### config.mk
export PLATFORM = sky130hd
export DESIGN_NAME = oag_core
export DESIGN_NICKNAME = d
export VERILOG_FILES = /design/src/oag_pkg.sv /design/src/oag_offset_adder.sv /design/src/oag_core.sv
export VERILOG_INCLUDE_DIRS = /design/src
export SDC_FILE = /design/constraint.sdc
export NUM_CORES = 1
export LEC_CHECK = 0
export BUFFER_PORTS_ARGS = -buffer_cell sky130_fd_sc_hd__buf_2
export CORE_MARGIN = 10
export CORE_UTILIZATION = 35
export CTS_CLUSTER_DIAMETER = 200
export DETAILED_ROUTE_END_ITERATION = 7
export PLACE_DENSITY = 0.62
export SYNTH_ARGS = -nofsm -noshare
export SYNTH_HDL_FRONTEND = slang
export SYNTH_SLANG_ARGS = --single-unit
### constraint.sdc
create_clock -name clk_sys -period 1.2 [get_ports clk_sys]
set_clock_uncertainty 0.2 [all_clocks]
set_input_delay 0.06 -clock clk_sys [delete_from_list [all_inputs] [get_ports clk_sys]]
set_output_delay 0.06 -clock clk_sys [all_outputs]
set_load 0.005 [all_outputs]
### src/oag_cfg.svh
// Constants for the operand address generation block.
// Assumes inclusion by bare name from the package and the design files.
`ifndef OAG_CFG_SVH
`define OAG_CFG_SVH
`define OAG_WORD_W 16
`define OAG_PHYS_W 20
`define OAG_SEG_SHIFT 4
`define OAG_DISP8_W 8
`define OAG_RESET_WORD 16'h0000
`define OAG_RESET_PHYS 20'h00000
`endif

### src/oag_pkg.sv
// Types for the operand address generation block.
// Assumes oag_cfg.svh is available by bare name.
`include "oag_cfg.svh"
package oag_pkg;
  // Kind of reference that picks the implicit segment.
  typedef enum logic [1:0] {
    ref_fetch,
    ref_stack,
    ref_string_dst,
    ref_data
  } ref_kind_t;
  // Segment selector, also the override prefix encoding.
  typedef enum logic [1:0] {
    seg_extra,
    seg_code,
    seg_stack,
    seg_data
  } seg_sel_t;
  // Operand addressing mode.
  typedef enum logic [2:0] {
    mode_direct,
    mode_reg_indirect,
    mode_based,
    mode_indexed,
    mode_based_indexed,
    mode_based_indexed_disp,
    mode_register,
    mode_immediate
  } addr_mode_t;
  // Selection of base or index register.
  typedef enum logic [1:0] {
    ptr_src_index,
    ptr_dest_index,
    ptr_general_base,
    ptr_frame_base
  } ptr_sel_t;
endpackage

### src/oag_offset_adder.sv
// Three-term effective offset adder with optional 8-bit displacement.
// Assumes purely combinational use inside the address generator.
`include "oag_cfg.svh"
module oag_offset_adder #(
  parameter int W = `OAG_WORD_W
) (
  // Terms
  input wire logic [W-1:0] base_val,
  input wire logic [W-1:0] index_val,
  input wire logic [W-1:0] disp_raw,
  // Term enables
  input wire logic use_base,
  input wire logic use_index,
  input wire logic use_disp,
  input wire logic disp_is_byte,
  // Result
  output logic [W-1:0] offset
);
  wire logic [W-1:0] disp_ext;
  wire logic [W-1:0] term_b;
  wire logic [W-1:0] term_i;
  wire logic [W-1:0] term_d;
  assign disp_ext = disp_is_byte ?
      {{(W-`OAG_DISP8_W){disp_raw[`OAG_DISP8_W-1]}}, disp_raw[`OAG_DISP8_W-1:0]} :
      disp_raw;
  assign term_b = use_base ? base_val : '0;
  assign term_i = use_index ? index_val : '0;
  assign term_d = use_disp ? disp_ext : '0;
  // Sum kept at W bits so the carry out of the top bit is lost.
  assign offset = W'(term_b + term_i + term_d);
endmodule

### src/oag_core.sv
// Operand address generation: segment choice, effective offset, physical address.
// Assumes register values and decoded instruction fields arrive on the core clock.
// Contract
// - Fetches and immediate data reads use the code segment.
// - Stack pushes, pops and frame-base-based references use the stack segment.
// - String destination-index references use extra segment; other data uses data segment.
// - An override prefix replaces the implicit segment for that operand.
// - A memory address is a 16-bit segment base plus a 16-bit offset.
// - Offset is the sum of any of displacement, base and index.
// - Offset adder is 16 bits wide and drops the carry out.
// - An 8-bit displacement is sign extended before it is added.
// - Direct mode offset is the displacement alone.
// - Register indirect offset is source index, dest index, general base or frame base.
// - Based mode adds displacement to general base or frame base.
// - Indexed mode adds displacement to source index or dest index.
// - Based indexed mode adds one base and one index, no displacement.
// - Based indexed with displacement adds base, index and displacement.
// - Register mode reads or writes a general register, 8 or 16 bits, no memory.
// - Immediate mode takes the operand from the instruction bytes.
// - A 32-bit pointer loads both a segment register and an offset.
// - Physical address is segment shifted left four plus offset, 20 bits.
`include "oag_cfg.svh"
module oag_core #(
  parameter int W = `OAG_WORD_W,
  parameter int PW = `OAG_PHYS_W
) (
  // Clock and reset
  input wire logic clk_sys,
  input wire logic arst_n,
  // Request
  input wire logic req_valid,
  input wire oag_pkg::addr_mode_t mode,
  input wire oag_pkg::ref_kind_t ref_kind,
  input wire logic override_valid,
  input wire oag_pkg::seg_sel_t override_seg,
  input wire oag_pkg::ptr_sel_t base_sel,
  input wire oag_pkg::ptr_sel_t index_sel,
  input wire logic [W-1:0] disp,
  input wire logic disp_is_byte,
  input wire logic [W-1:0] imm_data,
  // Register operand path
  input wire logic [W-1:0] gen_reg_rd,
  input wire logic reg_is_byte,
  // Address registers
  input wire logic [W-1:0] src_index_reg,
  input wire logic [W-1:0] dest_index_reg,
  input wire logic [W-1:0] general_base_reg,
  input wire logic [W-1:0] frame_base_reg,
  // Segment registers
  input wire logic [W-1:0] code_seg_base,
  input wire logic [W-1:0] stack_seg_base,
  input wire logic [W-1:0] data_seg_base,
  input wire logic [W-1:0] extra_seg_base,
  // Far pointer load
  input wire logic ptr_load,
  input wire logic [2*W-1:0] ptr_value,
  // Results
  output logic res_valid,
  output logic mem_access,
  output oag_pkg::seg_sel_t seg_used,
  output logic [W-1:0] seg_value,
  output logic [W-1:0] eff_offset,
  output logic [PW-1:0] phys_addr,
  output logic [W-1:0] operand_value,
  output logic reg_write_en,
  // Far pointer results
  output logic ptr_seg_we,
  output logic [W-1:0] ptr_seg_value,
  output logic [W-1:0] ptr_offset_value
);
  wire logic is_mem;
  wire logic frame_based;
  wire logic string_dst;
  wire oag_pkg::seg_sel_t implicit_seg;
  wire oag_pkg::seg_sel_t chosen_seg;
  wire logic [W-1:0] base_val;
  wire logic [W-1:0] index_val;
  wire logic [W-1:0] ri_val;
  wire logic [W-1:0] seg_sel_val;
  wire logic [W-1:0] sum_offset;
  wire logic [W-1:0] offset_d;
  wire logic [PW-1:0] phys_d;
  wire logic [W-1:0] reg_operand;
  wire logic [W-1:0] operand_d;
  wire logic use_base;
  wire logic use_index;
  wire logic use_disp;
  logic res_valid_q;
  logic mem_access_q;
  oag_pkg::seg_sel_t seg_used_q;
  logic [W-1:0] seg_value_q;
  logic [W-1:0] eff_offset_q;
  logic [PW-1:0] phys_addr_q;
  logic [W-1:0] operand_q;
  logic reg_write_q;
  logic ptr_we_q;
  logic [W-1:0] ptr_seg_q;
  logic [W-1:0] ptr_off_q;

  // Memory modes are the six below register mode.
  assign is_mem = (mode != oag_pkg::mode_register) && (mode != oag_pkg::mode_immediate);

  // Base picks between the two base registers, index between the two index registers.
  assign base_val = (base_sel == oag_pkg::ptr_frame_base) ? frame_base_reg : general_base_reg;
  assign index_val = (index_sel == oag_pkg::ptr_dest_index) ? dest_index_reg : src_index_reg;
  assign ri_val = (base_sel == oag_pkg::ptr_src_index) ? src_index_reg :
                  (base_sel == oag_pkg::ptr_dest_index) ? dest_index_reg :
                  (base_sel == oag_pkg::ptr_general_base) ? general_base_reg :
                  frame_base_reg;

  // Term usage per mode.
  assign use_base = (mode == oag_pkg::mode_based) ||
                    (mode == oag_pkg::mode_based_indexed) ||
                    (mode == oag_pkg::mode_based_indexed_disp);
  assign use_index = (mode == oag_pkg::mode_indexed) ||
                     (mode == oag_pkg::mode_based_indexed) ||
                     (mode == oag_pkg::mode_based_indexed_disp);
  assign use_disp = (mode == oag_pkg::mode_direct) ||
                    (mode == oag_pkg::mode_based) ||
                    (mode == oag_pkg::mode_indexed) ||
                    (mode == oag_pkg::mode_based_indexed_disp);

  oag_offset_adder #(
    .W(W)
  ) u_adder (
    .base_val(base_val),
    .index_val(index_val),
    .disp_raw(disp),
    .use_base(use_base),
    .use_index(use_index),
    .use_disp(use_disp),
    .disp_is_byte(disp_is_byte),
    .offset(sum_offset)
  );

  assign offset_d = (mode == oag_pkg::mode_reg_indirect) ? ri_val : sum_offset;

  // The frame base as a base element sends the reference to the stack segment.
  assign frame_based = (use_base && (base_sel == oag_pkg::ptr_frame_base)) ||
                       ((mode == oag_pkg::mode_reg_indirect) &&
                        (base_sel == oag_pkg::ptr_frame_base));
  assign string_dst = (ref_kind == oag_pkg::ref_string_dst);
  assign implicit_seg = (ref_kind == oag_pkg::ref_fetch) ? oag_pkg::seg_code :
                        (ref_kind == oag_pkg::ref_stack) ? oag_pkg::seg_stack :
                        frame_based ? oag_pkg::seg_stack :
                        string_dst ? oag_pkg::seg_extra :
                        oag_pkg::seg_data;
  // Fetches always stay in the code segment; a prefix cannot redirect them.
  assign chosen_seg = (override_valid && (ref_kind != oag_pkg::ref_fetch)) ?
                      override_seg : implicit_seg;
  assign seg_sel_val = (chosen_seg == oag_pkg::seg_code) ? code_seg_base :
                       (chosen_seg == oag_pkg::seg_stack) ? stack_seg_base :
                       (chosen_seg == oag_pkg::seg_extra) ? extra_seg_base :
                       data_seg_base;

  // Width cut to PW drops any carry past bit 19.
  assign phys_d = PW'({seg_sel_val, {`OAG_SEG_SHIFT{1'b0}}} + {{(PW-W){1'b0}}, offset_d});

  // Register operands narrow to the low byte when byte sized.
  assign reg_operand = reg_is_byte ? {{(W-8){1'b0}}, gen_reg_rd[7:0]} : gen_reg_rd;
  assign operand_d = (mode == oag_pkg::mode_immediate) ? imm_data : reg_operand;

  always_ff @(posedge clk_sys or negedge arst_n) begin
    if (!arst_n) begin
      res_valid_q <= 1'b0;
      mem_access_q <= 1'b0;
      seg_used_q <= oag_pkg::seg_code;
      seg_value_q <= `OAG_RESET_WORD;
      eff_offset_q <= `OAG_RESET_WORD;
      phys_addr_q <= `OAG_RESET_PHYS;
      operand_q <= `OAG_RESET_WORD;
      reg_write_q <= 1'b0;
    end else begin
      res_valid_q <= req_valid;
      if (req_valid) begin
        mem_access_q <= is_mem;
        seg_used_q <= chosen_seg;
        seg_value_q <= seg_sel_val;
        eff_offset_q <= offset_d;
        phys_addr_q <= phys_d;
        operand_q <= operand_d;
        reg_write_q <= (mode == oag_pkg::mode_register);
      end
    end
  end

  // Far pointer: high word is the segment, low word the offset.
  always_ff @(posedge clk_sys or negedge arst_n) begin
    if (!arst_n) begin
      ptr_we_q <= 1'b0;
      ptr_seg_q <= `OAG_RESET_WORD;
      ptr_off_q <= `OAG_RESET_WORD;
    end else begin
      ptr_we_q <= ptr_load;
      if (ptr_load) begin
        ptr_seg_q <= ptr_value[2*W-1:W];
        ptr_off_q <= ptr_value[W-1:0];
      end
    end
  end

  assign res_valid = res_valid_q;
  assign mem_access = mem_access_q;
  assign seg_used = seg_used_q;
  assign seg_value = seg_value_q;
  assign eff_offset = eff_offset_q;
  assign phys_addr = phys_addr_q;
  assign operand_value = operand_q;
  assign reg_write_en = reg_write_q && res_valid_q;
  assign ptr_seg_we = ptr_we_q;
  assign ptr_seg_value = ptr_seg_q;
  assign ptr_offset_value = ptr_off_q;

  // Checks.
  property p_fetch_code;
    @(posedge clk_sys) disable iff (!arst_n)
    (req_valid && ref_kind == oag_pkg::ref_fetch) |=> (seg_used == oag_pkg::seg_code);
  endproperty
  a_fetch_code: assert property (p_fetch_code) else $error("fetch not in code segment");

  property p_frame_stack;
    @(posedge clk_sys) disable iff (!arst_n)
    (req_valid && !override_valid && ref_kind == oag_pkg::ref_data &&
     mode == oag_pkg::mode_based && base_sel == oag_pkg::ptr_frame_base)
    |=> (seg_value == $past(stack_seg_base));
  endproperty
  a_frame_stack: assert property (p_frame_stack) else $error("frame base not stack");

  property p_string_extra;
    @(posedge clk_sys) disable iff (!arst_n)
    (req_valid && !override_valid && ref_kind == oag_pkg::ref_string_dst &&
     mode == oag_pkg::mode_reg_indirect && base_sel == oag_pkg::ptr_dest_index)
    |=> (seg_used == oag_pkg::seg_extra);
  endproperty
  a_string_extra: assert property (p_string_extra) else $error("string dst not extra");

  property p_override;
    @(posedge clk_sys) disable iff (!arst_n)
    (req_valid && override_valid && ref_kind != oag_pkg::ref_fetch)
    |=> (seg_used == $past(override_seg));
  endproperty
  a_override: assert property (p_override) else $error("override ignored");

  property p_direct;
    @(posedge clk_sys) disable iff (!arst_n)
    (req_valid && mode == oag_pkg::mode_direct && !disp_is_byte)
    |=> (eff_offset == $past(disp));
  endproperty
  a_direct: assert property (p_direct) else $error("direct offset wrong");

  property p_bid;
    @(posedge clk_sys) disable iff (!arst_n)
    (req_valid && mode == oag_pkg::mode_based_indexed_disp && disp_is_byte)
    |=> (eff_offset == W'($past(base_val) + $past(index_val) +
         {{(W-8){$past(disp[7])}}, $past(disp[7:0])}));
  endproperty
  a_bid: assert property (p_bid) else $error("based indexed disp offset wrong");

  property p_phys;
    @(posedge clk_sys) disable iff (!arst_n)
    res_valid |-> (phys_addr == PW'({seg_value, 4'h0} + {4'h0, eff_offset}));
  endproperty
  a_phys: assert property (p_phys) else $error("physical address wrong");

  property p_reg_mode;
    @(posedge clk_sys) disable iff (!arst_n)
    (req_valid && mode == oag_pkg::mode_register) |=> (!mem_access && reg_write_en);
  endproperty
  a_reg_mode: assert property (p_reg_mode) else $error("register mode touched memory");

  property p_imm;
    @(posedge clk_sys) disable iff (!arst_n)
    (req_valid && mode == oag_pkg::mode_immediate) |=> (operand_value == $past(imm_data));
  endproperty
  a_imm: assert property (p_imm) else $error("immediate operand wrong");

  property p_ptr;
    @(posedge clk_sys) disable iff (!arst_n)
    ptr_load |=> (ptr_seg_we && {ptr_seg_value, ptr_offset_value} == $past(ptr_value));
  endproperty
  a_ptr: assert property (p_ptr) else $error("pointer load wrong");

  c_override: cover property (@(posedge clk_sys) disable iff (!arst_n)
    req_valid && override_valid);
  c_wrap: cover property (@(posedge clk_sys) disable iff (!arst_n)
    req_valid && is_mem && ({1'b0, seg_sel_val, 4'h0} + {5'h00, offset_d}) > 21'h0fffff);
  c_byte_neg: cover property (@(posedge clk_sys) disable iff (!arst_n)
    req_valid && use_disp && disp_is_byte && disp[7]);
endmodule

==> results by group, run 1 <==
Final layout
  – Layout cells sized above 1: 58.4%
  – P&R area growth vs syn: 76.3%
  – Final Util: 62.8%
  – Nets: 1615
  – Fin area: 13200 um2

Floorplanning
  – Die Area: 27700 um2
  – Row cnt: 53
  – IO Pins: 332
  – Starting Density: 35.6%
  – Die height: 167 um
  – Core ar.: 21100 um2
  – Die width: 167 um

Power and ir drop
  – Seq pwr share: 28.4%
  – Comb power frac: 53.5%
  – Cell internal pwr: 10.2 mW
  – Sw Ratio: 35.9%
  – Power per Cell Area: 1200 nW/um2
  – Maximum vdd drop: 0.651 mV
  – Net Sw Power: 5.70 mW
  – Pwr Total: 15.9 mW
  – Leakage: 6.47 nW
  – Clk pwr share: 18.1%

Critical path
  – Data arrival, critical path: 4.59 ns
  – Peak fanout along the critical path: 5
  – Crit end category: register
  – Worst path required time: 1.26 ns
  – Startpoint Class: primary input
  – CP Class: in2reg

Detailed routing
  – First DRT Iteration DRCs: 417
  – Router iterations before antenna repair: 5
  – DRC errors left: 0
  – Vias per inst: 5.09
  – Via count: 8304
  – Routed Antenna Nets: 0
  – Final WL: 32.5 mm
  – Wirelength per Cell: 19.9 um

Clocking
  – CTS tree: yes
  – H-tree levels: 3
  – Worst-Skew Late Latency: 0.35 ns
  – Clk sinks: 102
  – Clock slew at reported path FFs: 0.07 ns
  – Inserted Clock Buffers: 9
  – Clock tree buffer depth: 2
  – Root Buffer: clkbuf_16

Global route
  – Largest net degree at the start of global routing: 40
  – GRT overflow: 0
  – Vias in the first global route: 8656
  – Global Route Usage Sum: 21.1%
  – First-pass GRT wire length: 47.6 mm
  – Antenna violations before repair: 2

STA
  – Final hold violations: 14
  – Max Slew Vio Count: 0
  – Final count of negative-setup-slack endpoints: 52
  – Slew headroom: 73.5%
  – RSZ-0062 raised after global routing: true
  – Fmax: 0.221 GHz
  – Tcrit/Tclk final: 378%
  – Fin Setup TNS: -92.94 ns
  – PnR worst setup slack: -3.33 ns
  – Hold slack: -0.0738 ns
  – Min Tclk post-route: 4.53 ns
  – Worst-margin pin slew: 0.386 ns

Synth
  – Cell count after synthesis: 786
  – Top-count cell post-synth: nand2_1
  – Asr flop ratio synth: 100%
  – YS warnings: 0
  – Mapped Avg Cell Area: 9.56 um2
  – Most common library cells after synthesis: nand2_1, dfrtp_1, a21oi_1
  – Top post-synthesis cells by area: dfrtp_1, mux2_2, nand2_1
  – Post-synth top flop: dfrtp_1
  – Leading area contributor after synthesis: dfrtp_1
  – Register area share after synthesis: 34.0%
  – Share of the synthesized area in the top cell type: 33.6%
  – Post-synth EDFFs: 0
  – Seq cells post-synth: 102
  – Synth unique cells: 65
  – Synthesized Nets: 1054
  – Mapped Area: 7510 um2

Status
  – Violated checks: negative hold slack, negative setup slack
  – Status: complete, but fails checks

Placement
  – Routability-driven placement congestion ratio: 0.906
  – PortBufs: 331
  – Dpl ws: -3.77 ns
  – Area after DPL: 10600 um2
  – Post-DP HPWL: 23.8 mm

Min path
  – Type of the tightest min-delay check: in2async

Job
  – Max-Cap Viols: 0
## layout by cell type (no fill, tap or decap), types with 6 or more instances in the layout
| cell | count |
|---|---|
| a211oi_4 | 9 |
| nand3_1 | 7 |
| ha_1 | 14 |
| mux2_2 | 37 |
| a21oi_2 | 22 |
| buf_6 | 51 |
| nor3b_2 | 7 |
| ha_4 | 11 |
| buf_2 | 323 |
| nor2b_2 | 6 |
| xnor2_1 | 8 |
| o21ai_2 | 12 |
| dfrtp_1 | 101 |
| dlygate4sd3_1 | 71 |
| nand2_1 | 96 |
| mux2i_1 | 29 |
| clkbuf_16 | 9 |
| a21oi_4 | 10 |
| buf_8 | 11 |
| nor2b_1 | 17 |
| a21oi_1 | 36 |
| buf_12 | 10 |
| xor2_1 | 8 |
| mux4_2 | 16 |
| inv_2 | 10 |
| mux2_4 | 29 |
| inv_1 | 32 |
| nor2_1 | 41 |
| fa_1 | 13 |
| a21o_1 | 36 |
| buf_4 | 132 |
| nand2_2 | 10 |
| o21ai_0 | 11 |
## worst max-delay path, cell delays in order
cell and delay (ns):
buf_8 0.11, or3_4 0.38, and2_4 0.19, buf_6 0.12
nand2_4 0.06, fa_2 0.47, fa_2 0.43, nor2b_4 0.15
o31a_1 0.20, buf_6 0.13, a211oi_4 0.03, a21oi_2 0.13
buf_4 0.13, inv_2 0.04, ha_4 0.19, a21o_1 0.18
a21oi_2 0.15, o21bai_1 0.11, a21oi_2 0.14, nor2b_1 0.06
a221o_1 0.35, and4_4 0.18, or3_4 0.40, a211oi_2 0.18
## per-layer routing
layer / up-vias / global-route usage [%] / wire, um
met4: 0 / 8.17 / 1140
met1: 3990 / 24.4 / 12800
met3: 66 / 6.21 / 2510
met2: 367 / 36.1 / 16000
li1: 3881 / - / -
met5: - / 0 / 0
## flip-flops by register name, summed over array words and instances (netlist names)
register,count
ptr_seg_we,1
ptr_offset_value,16
res_valid,1
reg_write_q,1
ptr_seg_value,16
seg_used,2
phys_addr,16
operand_value,16
seg_value,16
eff_offset,16
mem_access,1
## timing repair
| action | 4_1_cts | 5_1_grt |
|---|---|---|
| cloned | 0 | 3 |
| hold endpoints to repair | 160 | 22 |
| endpoints found under the setup margin | 54 | 72 |
| hold buffers | 68 | 4 |
| buffers inserted | 48 | 39 |
| resized for setup | 163 | 108 |
| pin swaps | 76 | 65 |
## per-stage QoR
| step | cells | hold WS (ns) |
|---|---|---|
| finish | 1630 | -0.0738 |
| global route | 1628 | -0.0641 |
| CTS | 1593 | -0.0680 |
| detailed placement | 1467 | -0.244 |
| global placement | 1467 | -0.243 |
| floorplan | 786 | -0.436 |
## cell type report
cell class | instances | area [um2]
inverter | 44 | 175
clock buffer | 9 | 225
antenna | 3 | 7.51
tap | 275 | 344
sequential | 102 | 2550
fill | 1696 | 7840
clock inverter | 7 | 66.3
multi-input combinational | 592 | 5620
timing repair buffer | 598 | 4260
## cells by family (layout without fill, tap and decap cells)
logic type | Yosys count | count (layout) | share of synthesized area [%]
compound gates | 185 | 185 | 16.4
xor+xnor | 22 | 22 | 2.66
fa+ha+maj | 42 | 42 | 8.69
buf+inv | 95 | 658 | 5.29
flops | 102 | 102 | 34.0
mux | 115 | 115 | 19.1
other cells | 0 | 3 | 0
simple gates | 225 | 228 | 13.8
## power groups by stage
| stage | sequential, mW | clock (mW) | combinational, mW |
|---|---|---|---|
| after floorplan | 4.58 | 0 | 3.41 |
| after detailed placement | 4.55 | 0 | 6.62 |
| after CTS | 4.49 | 2.94 | 7.71 |
| final | 4.51 | 2.87 | 8.49 |
| after global placement | 4.51 | 0 | 6.56 |
| after global routing | 4.58 | 3.09 | 9.16 |
## worst paths after layout
kind | startpoint | end | slack, ns | depth (start not counted)
worst max-delay path | mode[1] | phys_addr[19]$_DFFE_PN0P_ | -3.33 | 24
worst min-delay path | arst_n | seg_value[0]$_DFFE_PN0P_ | -0.07 | 2
worst max register to register | phys_addr[17]$_DFFE_PN0P_ | phys_addr[17]$_DFFE_PN0P_ | 0.07 | 3
worst min register to register | seg_value[9]$_DFFE_PN0P_ | seg_value[9]$_DFFE_PN0P_ | 0.29 | 2
max in group asynchronous | arst_n | operand_value[11]$_DFFE_PN0P_ | 0.39 | 3
min in group clk_sys | req_valid | phys_addr[16]$_DFFE_PN0P_ | 0.02 | 5
(Power assumes the default switching activity.)
==> run 2, diff against run 1 <==
Clock period 1.2 ns to 4.8 ns, I/O delays scaled along.
==> run 2 against run 1 <==
Effect of this change: the flow now finishes without violations; first-iteration DRC count fell by 37%; global-route usage fell by 2.3 points; highest routed layer unchanged; setup slack improved by 3.4 ns; critical path depth rose by 1; largest power group unchanged; clock-buffer cell count did not move; register-to-register slack improved by 3.6 ns; die area did not move; critical endpoint is now phys_addr[18]$_DFFE_PN0P_; utilization fell by 9.9 points; combinational power fell by 81%; hold slack improved by 0.080 ns; total power fell by 78%.
==> results by group, run 2 (synthesis results as in run 1) <==
Min path
  – Hold path depth: 3
  – Hold endpoint: operand_value[0]$_DFFE_PN0P_
  – Hold_sp: imm_data[0]
  – Type of the tightest min-delay check: in2reg (was in2async)

Critical path
  – Peak fanout along the critical path: 6 (was 5)
  – Startpoint Class: primary input (unchanged)
  – Data arrival, critical path: 4.78 ns (was 4.59 ns)
  – Crit end category: register (unchanged)
  – FF-to-FF path depth: 3 (unchanged)
  – Worst R2R Setup Slack: 3.66 ns (was 0.07 ns)
  – CP Class: in2reg (unchanged)
  – Critical Path Source: base_sel[1] (was mode[1])
  – Reg2reg end: phys_addr[17]$_DFFE_PN0P_ (unchanged)
  – Worst r2r src: phys_addr[17]$_DFFE_PN0P_ (unchanged)
  – Worst path required time: 4.85 ns (was 1.26 ns)

Final layout
  – Nets: 1494 (was 1615)
  – Commonest non-fill, non-tap cells in the layout: buf_2, nand2_1, dfrtp_1 (was buf_2, buf_4, dfrtp_1)
  – P&R area growth vs syn: 48.5% (was 76.3%)
  – # fillers: 1948 (was 1696)
  – Commonest non-fill, non-tap cell in the layout: buf_2 (unchanged)
  – Ant diodes: 0 (was 3)
  – Sequential Area: 2550 um2 (unchanged)
  – Layout cells sized above 1: 47.7% (was 58.4%)
  – Multi-input gate area: 4800 um2 (was 5620 um2)
  – Non-filler cells, final: 1506 (was 1630)

Placement
  – Routability-driven placement congestion ratio: 0.926 (was 0.906)
  – PortBufs: 331 (unchanged)
  – Post-DP HPWL: 22.3 mm (was 23.8 mm)
  – Placed cell count: 1434 (was 1467)

Clocking
  – Root Buffer: clkbuf_16 (unchanged)
  – H-tree levels: 3 (unchanged)
  – Worst-Skew Late Latency: 0.36 ns (was 0.35 ns)
  – Clock slew at reported path FFs: 0.08 ns (was 0.07 ns)
  – Clock tree buffer depth: 2 (unchanged)
  – CTS tree: yes (unchanged)
  – Inserted Clock Buffers: 9 (unchanged)
  – Clk sinks: 102 (unchanged)

Detailed routing
  – First DRT Iteration DRCs: 263 (was 417)
  – DRC errors left: 0 (unchanged)
  – Final WL: 27.5 mm (was 32.5 mm)
  – Via count: 7354 (was 8304)
  – Wirelength per Cell: 18.3 um (was 19.9 um)
  – Router iterations before antenna repair: 7 (was 5)
  – Vias per inst: 4.88 (was 5.09)
  – Routed Antenna Nets: 0 (unchanged)

STA
  – Fmax: 0.211 GHz
  – Max Slew Vio Count: 0 (unchanged)
  – Worst-margin pin slew: 1.13 ns (was 0.386 ns)
  – Final hold violations: 0 (was 14)
  – Final count of negative-setup-slack endpoints: 0 (was 52)
  – RSZ-0062 raised after global routing: true (unchanged)
  – Tcrit/Tclk final: 98.7%
  – Slew headroom: 24.8% (was 73.5%)
  – Min Tclk post-route: 4.74 ns

Floorplanning
  – Core ar.: 21100 um2 (unchanged)
  – Die Area: 27700 um2 (unchanged)
  – Row cnt: 53 (unchanged)
  – Die height: 167 um (unchanged)
  – Die width: 167 um (unchanged)
  – IO Pins: 332 (unchanged)
  – Starting Density: 35.6% (unchanged)

Power and ir drop
  – Power per Cell Area: 316 nW/um2 (was 1200 nW/um2)
  – Leakage: 5.55 nW (was 6.47 nW)
  – Pwr Total: 3.52 mW (was 15.9 mW)
  – Maximum vdd drop: 0.171 mV (was 0.651 mV)

Job
  – Max-Cap Viols: 0 (unchanged)

Status
  – Status: finished clean (was complete, but fails checks)

Global route
  – First-pass GRT wire length: 42.4 mm (was 47.6 mm)
  – Largest net degree at the start of global routing: 88 (was 40)
  – Antenna violations before repair: 0 (was 2)
  – GRT overflow: 0 (unchanged)
  – Global Route Usage Sum: 18.8% (was 21.1%)
  – Vias in the first global route: 7622 (was 8656)
[run 2: stage by stage]
step / worst slack (ns) / util [%] / cell area (um2) / hold WS (ns) / TNS [ns]
after floorplan: -0.348 / - / 7610 / -0.256 / -1.32
after global placement: -0.462 / 47.7 / 10100 / 0.0978 / -2.67
after detailed placement: -0.490 / 47.7 / 10100 / 0.0830 / -3.08
after CTS: 0.0114 / 51.7 / 10900 / 0.00344 / 0
after global routing: -0.128 / 52.9 / 11200 / 0.00313 / -0.590
final: 0.0648 / 52.9 / 11200 / 0.00576 / 0
[run 2: area by class of cell]
type | count | share of cell area, %
timing repair buffer | 480 | 26.6
sequential | 102 | 22.9
inverter | 44 | 1.48
clock buffer | 9 | 2.02
tap | 275 | 3.08
multi-input combinational | 589 | 43.0
clock inverter | 7 | 0.908
[run 2: how the worst max path moves through the flow]
stage / slack (ns) / cells past startpoint / endpoint
2_1_floorplan: -0.35 / 26 / phys_addr[19]$_DFFE_PN0P_
3_3_place_gp: -0.46 / 25 / phys_addr[17]$_DFFE_PN0P_
3_5_place_dp: -0.49 / 25 / phys_addr[17]$_DFFE_PN0P_
4_1_cts: 0.01 / 23 / phys_addr[19]$_DFFE_PN0P_
5_1_grt: -0.13 / 25 / phys_addr[18]$_DFFE_PN0P_
6_report: 0.06 / 25 / phys_addr[18]$_DFFE_PN0P_
[run 2: repair_timing]
| item | CTS | global route |
|---|---|---|
| gates resized for setup | 7 | 54 |
| gates cloned | 0 | 2 |
| pin swaps | 3 | 26 |
| endpoints found under the setup margin | 6 | 7 |
| endpoints found under the hold margin | 91 | 0 |
| buffers inserted | 0 | 5 |
| hold buffers | 49 | 0 |
[run 2: where the power goes]
part           total (mW)  internal, mW  leakage [nW]  switching [mW]
logic                1.63         0.850          4.19           0.775
registers            1.11          1.03          1.19          0.0855
clock network       0.781         0.422         0.156           0.359
[run 2: worst max-delay path, cell delays in order]
cell	delay (ns)
buf_4	0.10
and2_4	0.13
buf_6	0.12
buf_12	0.10
nand2_1	0.04
a21o_1	0.17
fa_1	0.54
inv_1	0.04
ha_2	0.17
inv_2	0.05
fa_2	0.22
nor2b_4	0.05
o31a_1	0.27
o221a_2	0.25
o31a_1	0.31
o41ai_4	0.32
mux2i_1	0.29
a21o_1	0.14
ha_1	0.25
and3_1	0.15
and3_4	0.18
buf_4	0.13
o31ai_2	0.25
a21o_1	0.17
nand3_1	0.06
[run 2: routing by layer]
layer  routed length, um  global-route usage, %  vias to the layer above
li1                    -                      -                     3640
met4                 494                   5.35                        0
met1               11200                   22.0                     3409
met3                2330                   5.72                       24
met2               13500                   32.5                      281
met5                   0                      0                        -
==> run 3, diff against run 2 <==
Settings changed: ABC_AREA set to 1.
Clock period 4.8 ns to 5 ns, I/O delays scaled along.
==> run 3 against run 2 <==
Effect of this change: area after synthesis rose by 0.93%; final area shrank 6.0%; critical path depth rose by 1; global-route usage rose by 0.94 points; clock power shrank 14%; largest power group unchanged.
==> results by group, run 3 <==
Status
  – Status: finished clean (unchanged)

Critical path
  – Critical path's slowest cell: fa_1 (unchanged)
  – Peak fanout along the critical path: 18 (was 6)
  – Worst r2r src: operand_value[0]$_DFFE_PN0P_ (was phys_addr[17]$_DFFE_PN0P_)
  – Worst R2R Setup Slack: 3.51 ns (was 3.66 ns)
  – Worst path required time: 5.04 ns (was 4.85 ns)
  – CP Class: in2reg (unchanged)
  – Crit end category: register (unchanged)
  – CP bufs+invs: 5 (was 6)
  – Startpoint Class: primary input (unchanged)
  – Kind of cell adding the most delay to the critical path: simple AND/OR/NAND/NOR gates (was compound AO/OA/AOI/OAI gates)
  – Data arrival, critical path: 4.57 ns (was 4.78 ns)
  – Reg2reg end: operand_value[0]$_DFFE_PN0P_ (was phys_addr[17]$_DFFE_PN0P_)
  – Most used cell, CP: nand2_1 (was a21o_1)
  – Slowest stage delay, CP: 0.56 ns (was 0.54 ns)
  – FF-to-FF path depth: 3 (unchanged)

Final layout
  – Layout cells sized above 1: 30.0% (was 47.7%)
  – Commonest non-fill, non-tap cell in the layout: buf_2 (unchanged)
  – Commonest non-fill, non-tap cells in the layout: buf_2, nand2_1, inv_1 (was buf_2, nand2_1, dfrtp_1)
  – Non-filler cells, final: 1712 (was 1506)
  – # fillers: 2084 (was 1948)
  – P&R area growth vs syn: 38.3% (was 48.5%)
  – Nets: 1699 (was 1494)
  – Fin area: 10500 um2 (was 11200 um2)

Floorplanning
  – Row cnt: 53 (unchanged)
  – IO Pins: 332 (unchanged)
  – Die Area: 28000 um2 (was 27700 um2)
  – Core ar.: 21200 um2 (was 21100 um2)
  – Die width: 167 um (about the same)
  – Die height: 167 um (about the same)
  – Starting Density: 35.9% (was 35.6%)

Global route
  – Global Route Usage Sum: 19.8% (was 18.8%)
  – Met2 GRT Util: 32.5% (about the same)
  – GR Util met1: 25.6% (was 22.0%)
  – Largest net degree at the start of global routing: 71 (was 88)
  – GR Layer Usage met3: 4.71% (was 5.72%)
  – First-pass GRT wire length: 45.7 mm (was 42.4 mm)
  – Antenna violations before repair: 2 (was 0)
  – GR peak layer: met2 (unchanged)
  – GRT overflow: 0 (unchanged)
  – Vias in the first global route: 8451 (was 7622)

Placement
  – Routability-driven placement congestion ratio: 0.904 (was 0.926)
  – PortBufs: 331 (unchanged)
  – Post-DP HPWL: 23.2 mm (was 22.3 mm)
  – Area after DPL: 9530 um2 (was 10100 um2)
  – Placed cell count: 1628 (was 1434)

Power and ir drop
  – Cell internal pwr: 1.87 mW (was 2.30 mW)
  – Clk pwr share: 22.2% (about the same)
  – Sw Ratio: 38.5% (was 34.6%)
  – Maximum vdd drop: 0.162 mV (was 0.171 mV)
  – Comb power frac: 42.7% (was 46.2%)
  – Seq pwr share: 35.1% (was 31.7%)
  – Leakage: 5.67 nW (was 5.55 nW)
  – Net Sw Power: 1.17 mW (was 1.22 mW)
  – Power per Cell Area: 290 nW/um2 (was 316 nW/um2)
  – Pwr Total: 3.04 mW (was 3.52 mW)

Synth
  – Synthesized Nets: 1315 (was 1054)
  – Synth unique cells: 41 (was 65)
  – Cell count after synthesis: 1047 (was 786)
  – Register area share after synthesis: 33.7% (was 34.0%)
  – Most common library cells after synthesis: nand2_1, inv_1, o21ai_0 (was nand2_1, dfrtp_1, a21oi_1)
  – YS warnings: 0 (unchanged)
  – Share of the synthesized area in the top cell type: 33.3% (was 33.6%)
  – Leading area contributor after synthesis: dfrtp_1 (unchanged)
  – Mapped Avg Cell Area: 7.24 um2 (was 9.56 um2)
  – Asr flop ratio synth: 100% (unchanged)
  – Post-synth top flop: dfrtp_1 (unchanged)
  – Post-synth EDFFs: 0 (unchanged)
  – Top-count cell post-synth: nand2_1 (unchanged)
  – Seq cells post-synth: 102 (unchanged)
  – Top post-synthesis cells by area: dfrtp_1, nand2_1, o21ai_0 (was dfrtp_1, mux2_2, nand2_1)
  – Mapped Area: 7580 um2 (was 7510 um2)

STA
  – Max Slew Vio Count: 0 (unchanged)
  – Min Tclk post-route: 4.52 ns
  – Slew headroom: 40.9% (was 24.8%)
  – Worst-margin pin slew: 0.887 ns (was 1.13 ns)
  – Final hold violations: 0 (unchanged)
  – Fmax: 0.221 GHz
  – RSZ-0062 raised after global routing: false (was true)
  – Tcrit/Tclk final: 90.5%
  – Final count of negative-setup-slack endpoints: 0 (unchanged)

Detailed routing
  – Router iterations before antenna repair: 5 (was 7)
  – Via count: 8408 (was 7354)
  – First DRT Iteration DRCs: 469 (was 263)
  – Vias per inst: 4.91 (was 4.88)
  – Routed Antenna Nets: 0 (unchanged)
  – Wirelength per Cell: 16.8 um (was 18.3 um)
  – DRC errors left: 0 (unchanged)
  – Final WL: 28.7 mm (was 27.5 mm)

Clocking
  – Worst-Skew Late Latency: 0.34 ns (was 0.36 ns)
  – Root Buffer: clkbuf_16 (unchanged)
  – Clock slew at reported path FFs: 0.07 ns (was 0.08 ns)
  – Clock tree buffer depth: 2 (unchanged)
  – Inserted Clock Buffers: 9 (unchanged)
  – CTS tree: yes (unchanged)
  – Clk sinks: 102 (unchanged)
  – H-tree levels: 3 (unchanged)

Min path
  – Type of the tightest min-delay check: in2reg (unchanged)
  – Hold endpoint: seg_value[8]$_DFFE_PN0P_ (was operand_value[0]$_DFFE_PN0P_)
  – Hold path depth: 3 (unchanged)
  – Hold_sp: code_seg_base[8] (was imm_data[0])

Job
  – Max-Cap Viols: 0 (unchanged)
## run 3: cell type report
cell class	instances	area [um2]	share of cell area, %
Multi-Input combinational cell	765	4330	41.3
Sequential cell	102	2550	24.4
Timing Repair Buffer	414	2450	23.4
Inverter	139	522	4.98
Tap cell	275	344	3.28
Clock buffer	9	225	2.15
Clock inverter	6	57.6	0.549
Antenna cell	2	5.00	0.0477
## run 3: worst max path at each step
stage	start	end	cells after the start
after global placement	base_sel[1]	phys_addr[18]$_DFFE_PN0P_	27
after detailed placement	base_sel[1]	phys_addr[18]$_DFFE_PN0P_	27
after global routing	mode[1]	phys_addr[14]$_DFFE_PN0P_	25
after floorplan	mode[1]	phys_addr[19]$_DFFE_PN0P_	28
after CTS	base_sel[1]	phys_addr[18]$_DFFE_PN0P_	27
final	base_sel[1]	phys_addr[18]$_DFFE_PN0P_	26
## run 3: worst min-delay path, stage by stage
cell and delay, ns:
buf_2 0.09, nand2_1 0.10, a31oi_1 0.10
## run 3: through the flow
stage | utilization (%) | setup WS, ns | hold WS [ns] | TNS [ns]
after floorplan | - | 0.556 | -0.246 | 0
after global placement | 45.0 | -0.0507 | 0.242 | -0.0507
after detailed placement | 45.0 | 0.0270 | 0.237 | 0
after CTS | 49.5 | 0.394 | 0.0112 | 0
after global routing | 49.6 | 0.0460 | 0.0414 | 0
final | 49.6 | 0.477 | 0.0363 | 0
## run 3: power by group through the flow
stage | Combinational, mW | Clock (mW) | Sequential (mW)
floorplan | 0.706 | 0 | 1.08
global placement | 1.23 | 0 | 1.08
detailed placement | 1.24 | 0 | 1.08
CTS | 1.30 | 0.690 | 1.07
global route | 1.47 | 0.721 | 1.08
finish | 1.30 | 0.674 | 1.07
## run 3: cell families after synthesis
kind of cell	share of synthesized area, %
xor+xnor	1.27
buf+inv	9.29
compound gates	15.7
flops	33.7
fa+ha+maj	8.61
simple gates	26.1
mux	5.34
## run 3: metal layers
layer | part of all wire, % | vias up
met2 | 47 | 311
met1 | 44 | 3875
met3 | 7.4 | 24
met5 | 0 | -
li1 | - | 4198
met4 | 1.6 | 0
## run 3: timing repair
item / CTS / global route
hold buffers: 67 / 0
endpoints found under the setup margin: 0 / 5
resized for setup: 0 / 2
setup buffers: 0 / 0
endpoints found under the hold margin: 118 / 0
